===== src/core/pmt8_defs.svh =====
// Purpose: constants for the eight-bit period match timer
// Assumes: AHB-Lite register window, word aligned, byte addresses below
// Notes:   timer clocked from the instruction-clock enable (one per four mclk)
// What this block does
// timer counts only instruction-clock ticks, one per four system clocks
// counter and period registers are both eight bits wide
// prescaler divides input clock by one, four or sixteen
// each prescaler output adds one to the counter
// counter compared continuously with period, counts up from zero
// after a match the counter loads zero on the next increment
// each match advances the postscaler count by one
// postscaler divides matches by one to sixteen
// each postscaler output sets the match interrupt flag
// software reads and writes counter and period any time
// reset clears counter to zero and sets period to all ones
// timer runs while run enable is one, stops while zero
// control register fields select prescale and postscale ratios
// prescaler and postscaler counts clear on counter or control write, reset
// control register write leaves the counter unchanged
// while stopped, counts hold and no scaler output or flag occurs
`ifndef PMT8_DEFS_SVH
`define PMT8_DEFS_SVH
`define PMT8_ADDR_COUNT     12'h000
`define PMT8_ADDR_PERIOD    12'h004
`define PMT8_ADDR_CONTROL   12'h008
`define PMT8_ADDR_FLAGS     12'h00c
`define PMT8_COUNT_RESET    8'h00
`define PMT8_PERIOD_RESET   8'hff
`define PMT8_CTRL_RESET     7'h00
`define PMT8_CKPS_LSB       0
`define PMT8_RUN_BIT        2
`define PMT8_OUTPS_LSB      3
`define PMT8_FLAG_BIT       1
`define PMT8_ICLK_DIV       2'h3
`define PMT8_PRE_DIV1       4'h0
`define PMT8_PRE_DIV4       4'h3
`define PMT8_PRE_DIV16      4'hf
`endif


===== src/core/pmt8_pkg.sv =====
// Purpose: types for the eight-bit period match timer
// Assumes: nothing
// Notes:   ahb state of the register slave
package pmt8_pkg;
    typedef enum logic [1:0] {
        PMT8_PHASE_IDLE,
        PMT8_PHASE_WRITE,
        PMT8_PHASE_READ
    } pmt8_phase_e;
endpackage


===== src/core/pmt8_scaler.sv =====
// Purpose: prescaler and postscaler pair of the period timer
// Assumes: tick_in is a one-cycle pulse on mclk
// Notes:   clear wins over counting
`timescale 1ns/100ps
`include "pmt8_defs.svh"
module pmt8_scaler
    import pmt8_pkg::*;
(
    input  wire logic       mclk,      // system clock
    input  wire logic       reset,     // synchronous, active high
    input  wire logic       clear,     // clears both counts
    input  wire logic       tick_in,   // instruction tick while running
    input  wire logic [1:0] pre_sel,   // prescale select
    input  wire logic       match_in,  // counter equals period, not qualified by tick
    input  wire logic [3:0] post_sel,  // postscale select
    output logic            pre_pulse, // prescaler output
    output logic            post_pulse // postscaler output
);
    logic [3:0] pre_q;
    logic [3:0] pre_d;
    logic [3:0] post_q;
    logic [3:0] post_d;
    logic [3:0] pre_top;

    always_comb begin
        case (pre_sel)
            2'h0:    pre_top = `PMT8_PRE_DIV1;
            2'h1:    pre_top = `PMT8_PRE_DIV4;
            default: pre_top = `PMT8_PRE_DIV16;
        endcase
    end

    assign pre_pulse  = tick_in && (pre_q == pre_top);
    assign post_pulse = pre_pulse && match_in && (post_q == post_sel);

    always_comb begin
        pre_d  = pre_q;
        post_d = post_q;
        if (clear) begin
            pre_d  = 4'h0;
            post_d = 4'h0;
        end else begin
            if (tick_in)
                pre_d = pre_pulse ? 4'h0 : pre_q + 4'h1;
            if (pre_pulse && match_in)
                post_d = post_pulse ? 4'h0 : post_q + 4'h1;
        end
    end

    always_ff @(posedge mclk) begin
        if (reset) begin
            pre_q  <= 4'h0;
            post_q <= 4'h0;
        end else begin
            pre_q  <= pre_d;
            post_q <= post_d;
        end
    end
endmodule


===== src/core/pmt8_timer.sv =====
// Purpose: eight-bit period match timer with AHB-Lite register slave
// Assumes: one master, single word transfers, mclk at 100 MHz
// Notes:   flag is set-wins over a software clear in the same cycle
`timescale 1ns/100ps
`include "pmt8_defs.svh"
module pmt8_timer
    import pmt8_pkg::*;
(
    input  wire logic        mclk,        // system clock
    input  wire logic        reset,       // synchronous, active high
    input  wire logic        hsel,        // slave select
    input  wire logic [11:0] haddr,       // byte address
    input  wire logic [1:0]  htrans,      // transfer type
    input  wire logic        hwrite,      // write when high
    input  wire logic [2:0]  hsize,       // transfer size
    input  wire logic [31:0] hwdata,      // write data
    input  wire logic        hready,      // bus ready
    output logic [31:0]      hrdata,      // read data
    output logic             hreadyout,   // slave ready
    output logic             hresp,       // always okay
    output logic             match_interrupt_flag, // flag level
    output logic [7:0]       timer_count_out       // counter value
);
    logic [1:0]  iclk_q;
    logic [1:0]  iclk_d;
    logic [7:0]  count_q;
    logic [7:0]  count_d;
    logic [7:0]  period_q;
    logic [7:0]  period_d;
    logic [6:0]  ctrl_q;
    logic [6:0]  ctrl_d;
    logic        flag_q;
    logic        flag_d;
    logic [31:0] rdata_q;
    logic [31:0] rdata_d;
    pmt8_phase_e phase_q;
    pmt8_phase_e phase_d;
    logic [11:0] addr_q;
    logic [11:0] addr_d;
    logic        run_enable;
    logic        tick;
    logic        match;
    logic        pre_pulse;
    logic        post_pulse;
    logic        wr_count;
    logic        wr_period;
    logic        wr_ctrl;
    logic        wr_flags;
    logic        scaler_clear;
    logic        take;

    assign run_enable = ctrl_q[`PMT8_RUN_BIT];
    // instruction clock enable: one pulse every four mclk
    assign tick  = run_enable && (iclk_q == `PMT8_ICLK_DIV);
    assign match = (count_q == period_q);

    // ahb slave: zero wait states, writes land in the data phase
    assign take      = hsel && hready && htrans[1];
    assign hreadyout = 1'b1;
    assign hresp     = 1'b0;
    assign hrdata    = rdata_q;
    assign wr_count  = (phase_q == PMT8_PHASE_WRITE) && (addr_q == `PMT8_ADDR_COUNT);
    assign wr_period = (phase_q == PMT8_PHASE_WRITE) && (addr_q == `PMT8_ADDR_PERIOD);
    assign wr_ctrl   = (phase_q == PMT8_PHASE_WRITE) && (addr_q == `PMT8_ADDR_CONTROL);
    assign wr_flags  = (phase_q == PMT8_PHASE_WRITE) && (addr_q == `PMT8_ADDR_FLAGS);
    assign scaler_clear = wr_count || wr_ctrl;
    assign match_interrupt_flag = flag_q;
    assign timer_count_out      = count_q;

    pmt8_scaler u_scaler (
        .mclk       (mclk),
        .reset      (reset),
        .clear      (scaler_clear),
        .tick_in    (tick),
        .pre_sel    (ctrl_q[`PMT8_CKPS_LSB +: 2]),
        .match_in   (match),
        .post_sel   (ctrl_q[`PMT8_OUTPS_LSB +: 4]),
        .pre_pulse  (pre_pulse),
        .post_pulse (post_pulse)
    );

    always_comb begin
        phase_d = PMT8_PHASE_IDLE;
        addr_d  = addr_q;
        if (take) begin
            addr_d  = {haddr[11:2], 2'b00};
            phase_d = hwrite ? PMT8_PHASE_WRITE : PMT8_PHASE_READ;
        end
    end

    always_comb begin
        rdata_d = rdata_q;
        if (take && !hwrite) begin
            case ({haddr[11:2], 2'b00})
                `PMT8_ADDR_COUNT:   rdata_d = {24'h0, count_q};
                `PMT8_ADDR_PERIOD:  rdata_d = {24'h0, period_q};
                `PMT8_ADDR_CONTROL: rdata_d = {25'h0, ctrl_q};
                `PMT8_ADDR_FLAGS:   rdata_d = {30'h0, flag_q, 1'b0};
                default:            rdata_d = 32'h0;
            endcase
        end
    end

    always_comb begin
        iclk_d   = iclk_q + 2'h1;
        count_d  = count_q;
        period_d = period_q;
        ctrl_d   = ctrl_q;
        flag_d   = flag_q;
        if (pre_pulse)
            count_d = match ? 8'h00 : count_q + 8'h01;
        if (wr_count)
            count_d = hwdata[7:0];
        if (wr_period)
            period_d = hwdata[7:0];
        if (wr_ctrl)
            ctrl_d = hwdata[6:0];
        if (wr_flags && !hwdata[`PMT8_FLAG_BIT])
            flag_d = 1'b0;
        if (post_pulse)
            flag_d = 1'b1;
    end

    always_ff @(posedge mclk) begin
        if (reset) begin
            iclk_q   <= 2'h0;
            count_q  <= `PMT8_COUNT_RESET;
            period_q <= `PMT8_PERIOD_RESET;
            ctrl_q   <= `PMT8_CTRL_RESET;
            flag_q   <= 1'b0;
            rdata_q  <= 32'h0;
            phase_q  <= PMT8_PHASE_IDLE;
            addr_q   <= 12'h000;
        end else begin
            iclk_q   <= iclk_d;
            count_q  <= count_d;
            period_q <= period_d;
            ctrl_q   <= ctrl_d;
            flag_q   <= flag_d;
            rdata_q  <= rdata_d;
            phase_q  <= phase_d;
            addr_q   <= addr_d;
        end
    end

    stop_holds_a: assert property (@(posedge mclk) disable iff (reset)
        !run_enable && !wr_count |=> $stable(count_q))
        else $error("counter moved while stopped");
    tick_rate_a: assert property (@(posedge mclk) disable iff (reset)
        tick |=> !tick ##1 !tick ##1 !tick)
        else $error("tick faster than one in four");
    wrap_zero_a: assert property (@(posedge mclk) disable iff (reset)
        pre_pulse && match && !wr_count |=> count_q == 8'h00)
        else $error("counter did not wrap at match");
    incr_a: assert property (@(posedge mclk) disable iff (reset)
        pre_pulse && !match && !wr_count |=> count_q == $past(count_q) + 8'h01)
        else $error("counter did not increment");
    flag_set_a: assert property (@(posedge mclk) disable iff (reset)
        post_pulse |=> flag_q)
        else $error("flag not set by postscaler");
    ctrl_keep_a: assert property (@(posedge mclk) disable iff (reset)
        wr_ctrl && !pre_pulse |=> $stable(count_q))
        else $error("control write changed counter");
    reset_vals_a: assert property (@(posedge mclk)
        reset |=> count_q == 8'h00 && period_q == 8'hff)
        else $error("reset values wrong");
    pre_div1_a: assert property (@(posedge mclk) disable iff (reset)
        tick && ctrl_q[1:0] == 2'h0 && !scaler_clear |-> pre_pulse)
        else $error("prescale one missed a tick");
    no_idle_a: assert property (@(posedge mclk) disable iff (reset)
        !run_enable |-> !pre_pulse && !post_pulse)
        else $error("prescaler output while stopped");
endmodule


===== config.mk =====
export PLATFORM = sky130hd
export DESIGN_NAME = pmt8_timer
export DESIGN_NICKNAME = d
export VERILOG_FILES = /design/src/core/pmt8_pkg.sv /design/src/core/pmt8_scaler.sv /design/src/core/pmt8_timer.sv
export VERILOG_INCLUDE_DIRS = /design/src /design/src/core
export SDC_FILE = /design/constraint.sdc
export NUM_CORES = 1
export LEC_CHECK = 0
export ABC_AREA = 0
export BUFFER_PORTS_ARGS = -buffer_cell sky130_fd_sc_hd__buf_2
export CAP_MARGIN = 0
export CORE_UTILIZATION = 40
export DETAILED_ROUTE_END_ITERATION = 10
export GPL_ROUTABILITY_DRIVEN = 0
export PLACE_DENSITY = 0.75
export SLEW_MARGIN = 40
export SYNTH_ARGS = -nofsm -noshare
export SYNTH_HDL_FRONTEND = slang
export SYNTH_HIERARCHICAL = 1
export SYNTH_SLANG_ARGS = --single-unit
export TNS_END_PERCENT = 1

===== constraint.sdc =====
create_clock -name mclk -period 3.21 [get_ports mclk]
set_clock_uncertainty 0.15 [all_clocks]
set_input_delay 0.321 -clock mclk [delete_from_list [all_inputs] [get_ports mclk]]
set_output_delay 0.321 -clock mclk [all_outputs]
set_load 0.01 [all_outputs]

; ---- Word-level counts from Yosys, hierarchy flattened
; Cells that the tools add are included.
[totals]
reg_bits = 78
latchBits = 0
ramBits = 0
romBits = 0
input_bits = 54
out_inout_bits = 43
mem_count = 0
[op_classes]
add_sub_neg = 4
mul = 0
n_div = 0
order_cmp = 0
n_eq_ne = 12
shift = 0
n_mux = 10
n_bitwise = 1
n_reduce_logical = 22
[ops]
columns = operator, n
row1 = $eq A10 B2 Y1 const B, 4
row2 = $pmux W8 S4, 1
row3 = $mux W8, 3
row4 = $eq A10 B1 Y1 const B, 2
row5 = $logic_and A1 B1 Y1, 12
row6 = $logic_not A12 Y1, 1
row7 = $logic_not A10 Y1, 1
row8 = $add A4 B1 Y4 const B, 2
row9 = $add A8 B1 Y8 const B, 1
row10 = $eq A4 B4 Y1, 2
row11 = $eq A8 B8 Y1, 1
row12 = $mux W4, 2
row13 = $pmux W4 S2, 1
row14 = $eq A2 B1 Y1 const B, 2
row15 = $reduce_bool A2 Y1, 2
row16 = $reduce_or A2 Y1, 2
row17 = $add A2 B1 Y2 const B, 1
row18 = $eq A2 B2 Y1 const B, 1
row19 = $logic_not A1 Y1, 2
row20 = $logic_not A2 Y1, 1
row21 = $mux W1, 2
row22 = $mux W2, 1
row23 = $logic_or A1 B1 Y1, 1
row24 = $not A1 Y1, 1

; ---- Logic depth before layout (Yosys ltp)
[logic_depth]
depth_word = 7
ltp_mapped = 10

; ---- Cells and area by module
; Netlist, hierarchy kept.
[by_module_without_submodules]
columns = mod, n_inst, cells_each, area_each_um2, seq_area_each_um2
row1 = pmt8_timer, 1, 287, 2399.8, 920.9
row2 = pmt8_scaler, 1, 54, 473.0, 160.2

; ---- Least setup slack after synthesis
; Ideal clock, no wire load.
[synth_path]
path_kind = flip-flop to flip-flop
startpoint = register count_q[1], in the netlist timer_count_out[1]
endpoint = register u_scaler.post_q[0]
setup_time_ns = 0.070
arrival_ns = 1.797
required_time_ns = 2.990
slack_ns = 1.193
path_stages_with_launch = 8
path_buffers = 0
period_less_slack_ns = 2.017
path_cell_list = dfxtp_1 > xor2_1 > nor4_2 > nand2_1 > inv_1 > o21ai_0 > or3_1 > a21oi_1
[synth_between]
elab_chain_len = 4
[synth_lines]
columns = element, line
row1 = "start, declared", pmt8_timer.sv:26  ; logic [7:0] count_q;
row2 = "start signal, assigned", pmt8_timer.sv:127  ; count_q <= `PMT8_COUNT_RESET;
row3 = "start signal, assigned", pmt8_timer.sv:136  ; count_q <= count_d;
row4 = $eq A8 B8 Y1 *, pmt8_timer.sv:55  ; assign match = (count_q == period_q);
row5 = via match, pmt8_timer.sv:42  ; logic match;
row6 = $logic_and A1 B1 Y1 *, "pmt8_scaler.sv:34, pmt8_scaler.sv:45"
row7 = $logic_and A1 B1 Y1, pmt8_scaler.sv:34  ; assign post_pulse = pre_pulse && match_in && (post_q == post_sel);
row8 = $mux W4, pmt8_scaler.sv:46  ; post_d = post_pulse ? 4'h0 : post_q + 4'h1;
row9 = "end signal, assigned", pmt8_scaler.sv:56  ; post_q <= post_d;
row10 = "end, declared", pmt8_scaler.sv:21  ; logic [3:0] post_q;
; The timed path passes the listed nets; every way through them passes the cells marked *.
; A chain may end at the register's enable or synchronous reset.

; ---- Final worst setup path
[layout_path]
startpoint = register iclk_q[0]
endpoint = register count_q[1], in the netlist timer_count_out[1]
[layout_between]
elab_chain_len = 4
[layout_lines]
columns = element, line
row1 = "start, declared", pmt8_timer.sv:24  ; logic [1:0] iclk_q;
row2 = "start signal, assigned", pmt8_timer.sv:135  ; iclk_q <= iclk_d;
row3 = $eq A2 B2 Y1 (no line), -
row4 = $logic_and A1 B1 Y1, pmt8_timer.sv:54  ; assign tick = run_enable && (iclk_q == `PMT8_ICLK_DIV);
row5 = via tick, pmt8_timer.sv:41  ; logic tick;
row6 = $logic_and A1 B1 Y1, pmt8_scaler.sv:33  ; assign pre_pulse = tick_in && (pre_q == pre_top);
row7 = via pre_pulse, pmt8_timer.sv:43  ; logic pre_pulse;
row8 = $reduce_bool A2 Y1 (no line), -
; The timed path passes the listed nets, and every way through them passes these cells.

==> summary.md <==
STA
- **Fmax** 396 MHz
- **Least-Margin Pin Slew** 0.807 ns
- **Final Max Slew Viols** 0
- **final critical-path share of the clock period** 0.786
- **worst slew slack as a fraction of its limit** 0.458
- **min Tclk post-route** 2.52 ns
- **post-route setup TNS** 0 ns
- **setup repair after global routing missed its margin** no
- **final count of hold timing violations** 0
- **setup-violating endpoint count in the final report** 0

Routing
- **drt total wl** 6.50 mm
- **remaining routing DRC violations** 0
- **routed via count divided by cell count** 5.29
- **number of detailed-route iterations in the first pass** 4
- **violation count after the first detailed-route iteration** 199
- **remaining antenna violation count** 0
- **total via count in the routed design** 2476
- **average wire length per cell after detail routing** 13.9 um

Place
- **placed cell areas** 0.00301 mm^2
- **HPWL Detailed** 4.79 mm
- **Buffers on Ports** 40
- **total placed cells including tap cells** 460

Floorplanning
- **height of the chip** 86.7 um
- **die footprint** 0.00752 mm^2
- **Boundary Pins** 97
- **core box area** 0.00687 mm^2
- **starting density of the core** 0.418
- **Placement Rows** 30
- **x dimension of the die** 86.7 um

Finish
- **most used cells in the layout excluding fill and tap cells** sky130_fd_sc_hd__dfxtp_1, sky130_fd_sc_hd__nand2_1, sky130_fd_sc_hd__buf_2
- **share of cells above drive strength 1** 0.175
- **final net count** 429
- **post-layout util** 0.454
- **number of inserted diodes** 0
- **Syn-to-layout area delta** 8.54%
- **filler-free cell count of the finished design** 468
- **most common library cell in the layout ignoring fill and taps** sky130_fd_sc_hd__dfxtp_1
- **post-route cell area** 0.00312 mm^2

Logic synthesis
- **parity-gate share of the synthesized area counting xor and xnor cells** 0.0457
- **yosys warns** 6
- **#FFs+latches synth** 54
- **combinational family with the most area after synthesis** simple AND/OR/NAND/NOR gates
- **commonest register cell after synthesis** sky130_fd_sc_hd__dfxtp_1
- **area of the mapped netlist** 0.00287 mm^2
- **post-synthesis compound-gate area fraction** 0.169
- **instance count of the mapped netlist** 341
- **Yosys cell types** 51
- **adder-cell share of the synthesized area** 0.0174
- **share of synthesized flip-flops with an asynchronous set or reset** 0
- **sequential area share after synthesis** 0.376
- **simple-gate portion of the synthesized area** 0.250
- **cell type with the highest aggregate area in the netlist** sky130_fd_sc_hd__dfxtp_1
- **mean instance size in the synthesized netlist** 8.42 um^2
- **count of flip-flops with a built-in enable after synthesis** 0
- **dominant cells by area after synthesis** sky130_fd_sc_hd__dfxtp_1, sky130_fd_sc_hd__buf_4, sky130_fd_sc_hd__nand2_1
- **fraction of post-synthesis cell area in the top cell type by area** 0.376
- **multiplexer area fraction after synthesis** 0.0357

Critical path
- **type of the worst setup path** reg -> reg
- **largest fanout on the critical path** 12
- **critical path endpoint category** register
- **worst setup slack for register-to-register paths** 0.69 ns
- **startpoint kind of the worst setup timing path** register
- **CP Data Required Time** 3.28 ns
- **worst path arrival time** 2.59 ns

Pwr
- **total power** 1270 uW
- **Power Density** 407 mW/mm^2
- **leakage power total** 0.00122 uW
- **largest voltage drop on the vdd net** 0.259 mV

Min path
- **HP Class** in -> reg

Clock network
- **post-cts hold buffer count** 0
- **number of H-tree levels** 2
- **# clock sinks** 54
- **Setup Fix Bufs, Post-CTS** 0
- **TritonCTS buffer count** 5
- **Clock transition at path regs** 0.09 ns
- **CTS tree** yes
- **post-cts gate resize count** 0
- **library cell used as clock root buffer** sky130_fd_sc_hd__clkbuf_8
- **clock tree buffer depth** 2
- **worst skew pair latency** 0.31 ns

Global route
- **initial antenna violation count** 0
- **wire length of the first global-routing pass** 10.7 mm
- **sum of overflow across all layers after global routing** 0
- **vias in the first global route** 2246
- **largest net degree at the start of global routing** 25
- **total global routing track utilization** 0.182

Flow run
- **number of max-capacitance violations reported** 0

Outcome
- **outcome** completed

==> per-stage QoR <==
step	worst slack, ns	hold WS [ns]
2_1_floorplan	1.19	0.248
3_3_place_gp	0.790	0.257
3_5_place_dp	0.751	0.275
4_1_cts	0.729	0.101
5_1_grt	0.408	0.119
6_report	0.686	0.110
==> metal layers <==
metal | track usage | wire length [um] | vias to the layer above
li1 | - | - | 1202
met1 | 0.235 | 2920 | 1184
met2 | 0.308 | 3030 | 80
met3 | 0.0410 | 465 | 10
met4 | 0.0470 | 86 | 0
met5 | 0 | 0 | -
==> critical path: stages (launching register included) <==
cell and delay [ns]:
sky130_fd_sc_hd__dfxtp_1 0.34, sky130_fd_sc_hd__ha_1 0.13, sky130_fd_sc_hd__and2_1 0.23, sky130_fd_sc_hd__o21ai_1 0.33, sky130_fd_sc_hd__nor2_1 0.28, sky130_fd_sc_hd__inv_1 0.21
sky130_fd_sc_hd__a21oi_1 0.36, sky130_fd_sc_hd__nand2_1 0.13, sky130_fd_sc_hd__a311oi_2 0.27
==> final cells by class <==
| class | instances | area (um^2) |
|---|---|---|
| timing repair buffer | 41 | 208 |
| tap | 96 | 120 |
| inverter | 4 | 15.0 |
| sequential | 54 | 1080 |
| multi-input combinational | 265 | 1590 |
| clock inverter | 3 | 40.0 |
| fill | 706 | 3750 |
| clock buffer | 5 | 68.8 |
==> final timing paths <==
kind / endpoint / start / cells past startpoint
worst max-delay path: timer_count_out[1] / iclk_q[0] / 8
worst max register to register: timer_count_out[1] / iclk_q[0] / 8
worst min register to register: iclk_q[0] / iclk_q[0] / 1
worst min-delay path: addr_q[8] / haddr[8] / 3
==> synthesized netlist by cell type, drive strengths merged, types with 6 or more instances <==
master	instances
nor2b	6
xor2	11
nor3	7
mux2i	8
nor4	8
a21oi	26
buf	33
a311oi	6
clkbuf	9
dfxtp	54
nand2	51
a22oi	9
nor2	26
nand3	14
o21ai	19
==> logic make-up after synthesis <==
group                      count (synthesis)
AOI/OAI and AO/OA                         73
other                                      2
adders and majority gates                  4
and+or+nand+nor                          138
muxes                                      9
DFF                                       54
xor gates and xnor gates                  15
buffers and inverters                     46
==> power by group <==
group	switching [uW]	internal (uW)	total (uW)
clock network	221	230	451
logic	75.3	42.5	118
registers	18.9	683	701
==> flip-flops by register name (all words and copies together), names as in the netlist <==
| name | count |
|---|---|
| hrdata | 8 |
| ctrl_q | 7 |
| u_scaler/pre_q | 4 |
| period_q | 8 |
| iclk_q | 2 |
| match_interrupt_flag | 1 |
| u_scaler/post_q | 4 |
| phase_q | 2 |
| timer_count_out | 8 |
| addr_q | 10 |
(Power assumes the default switching activity.)
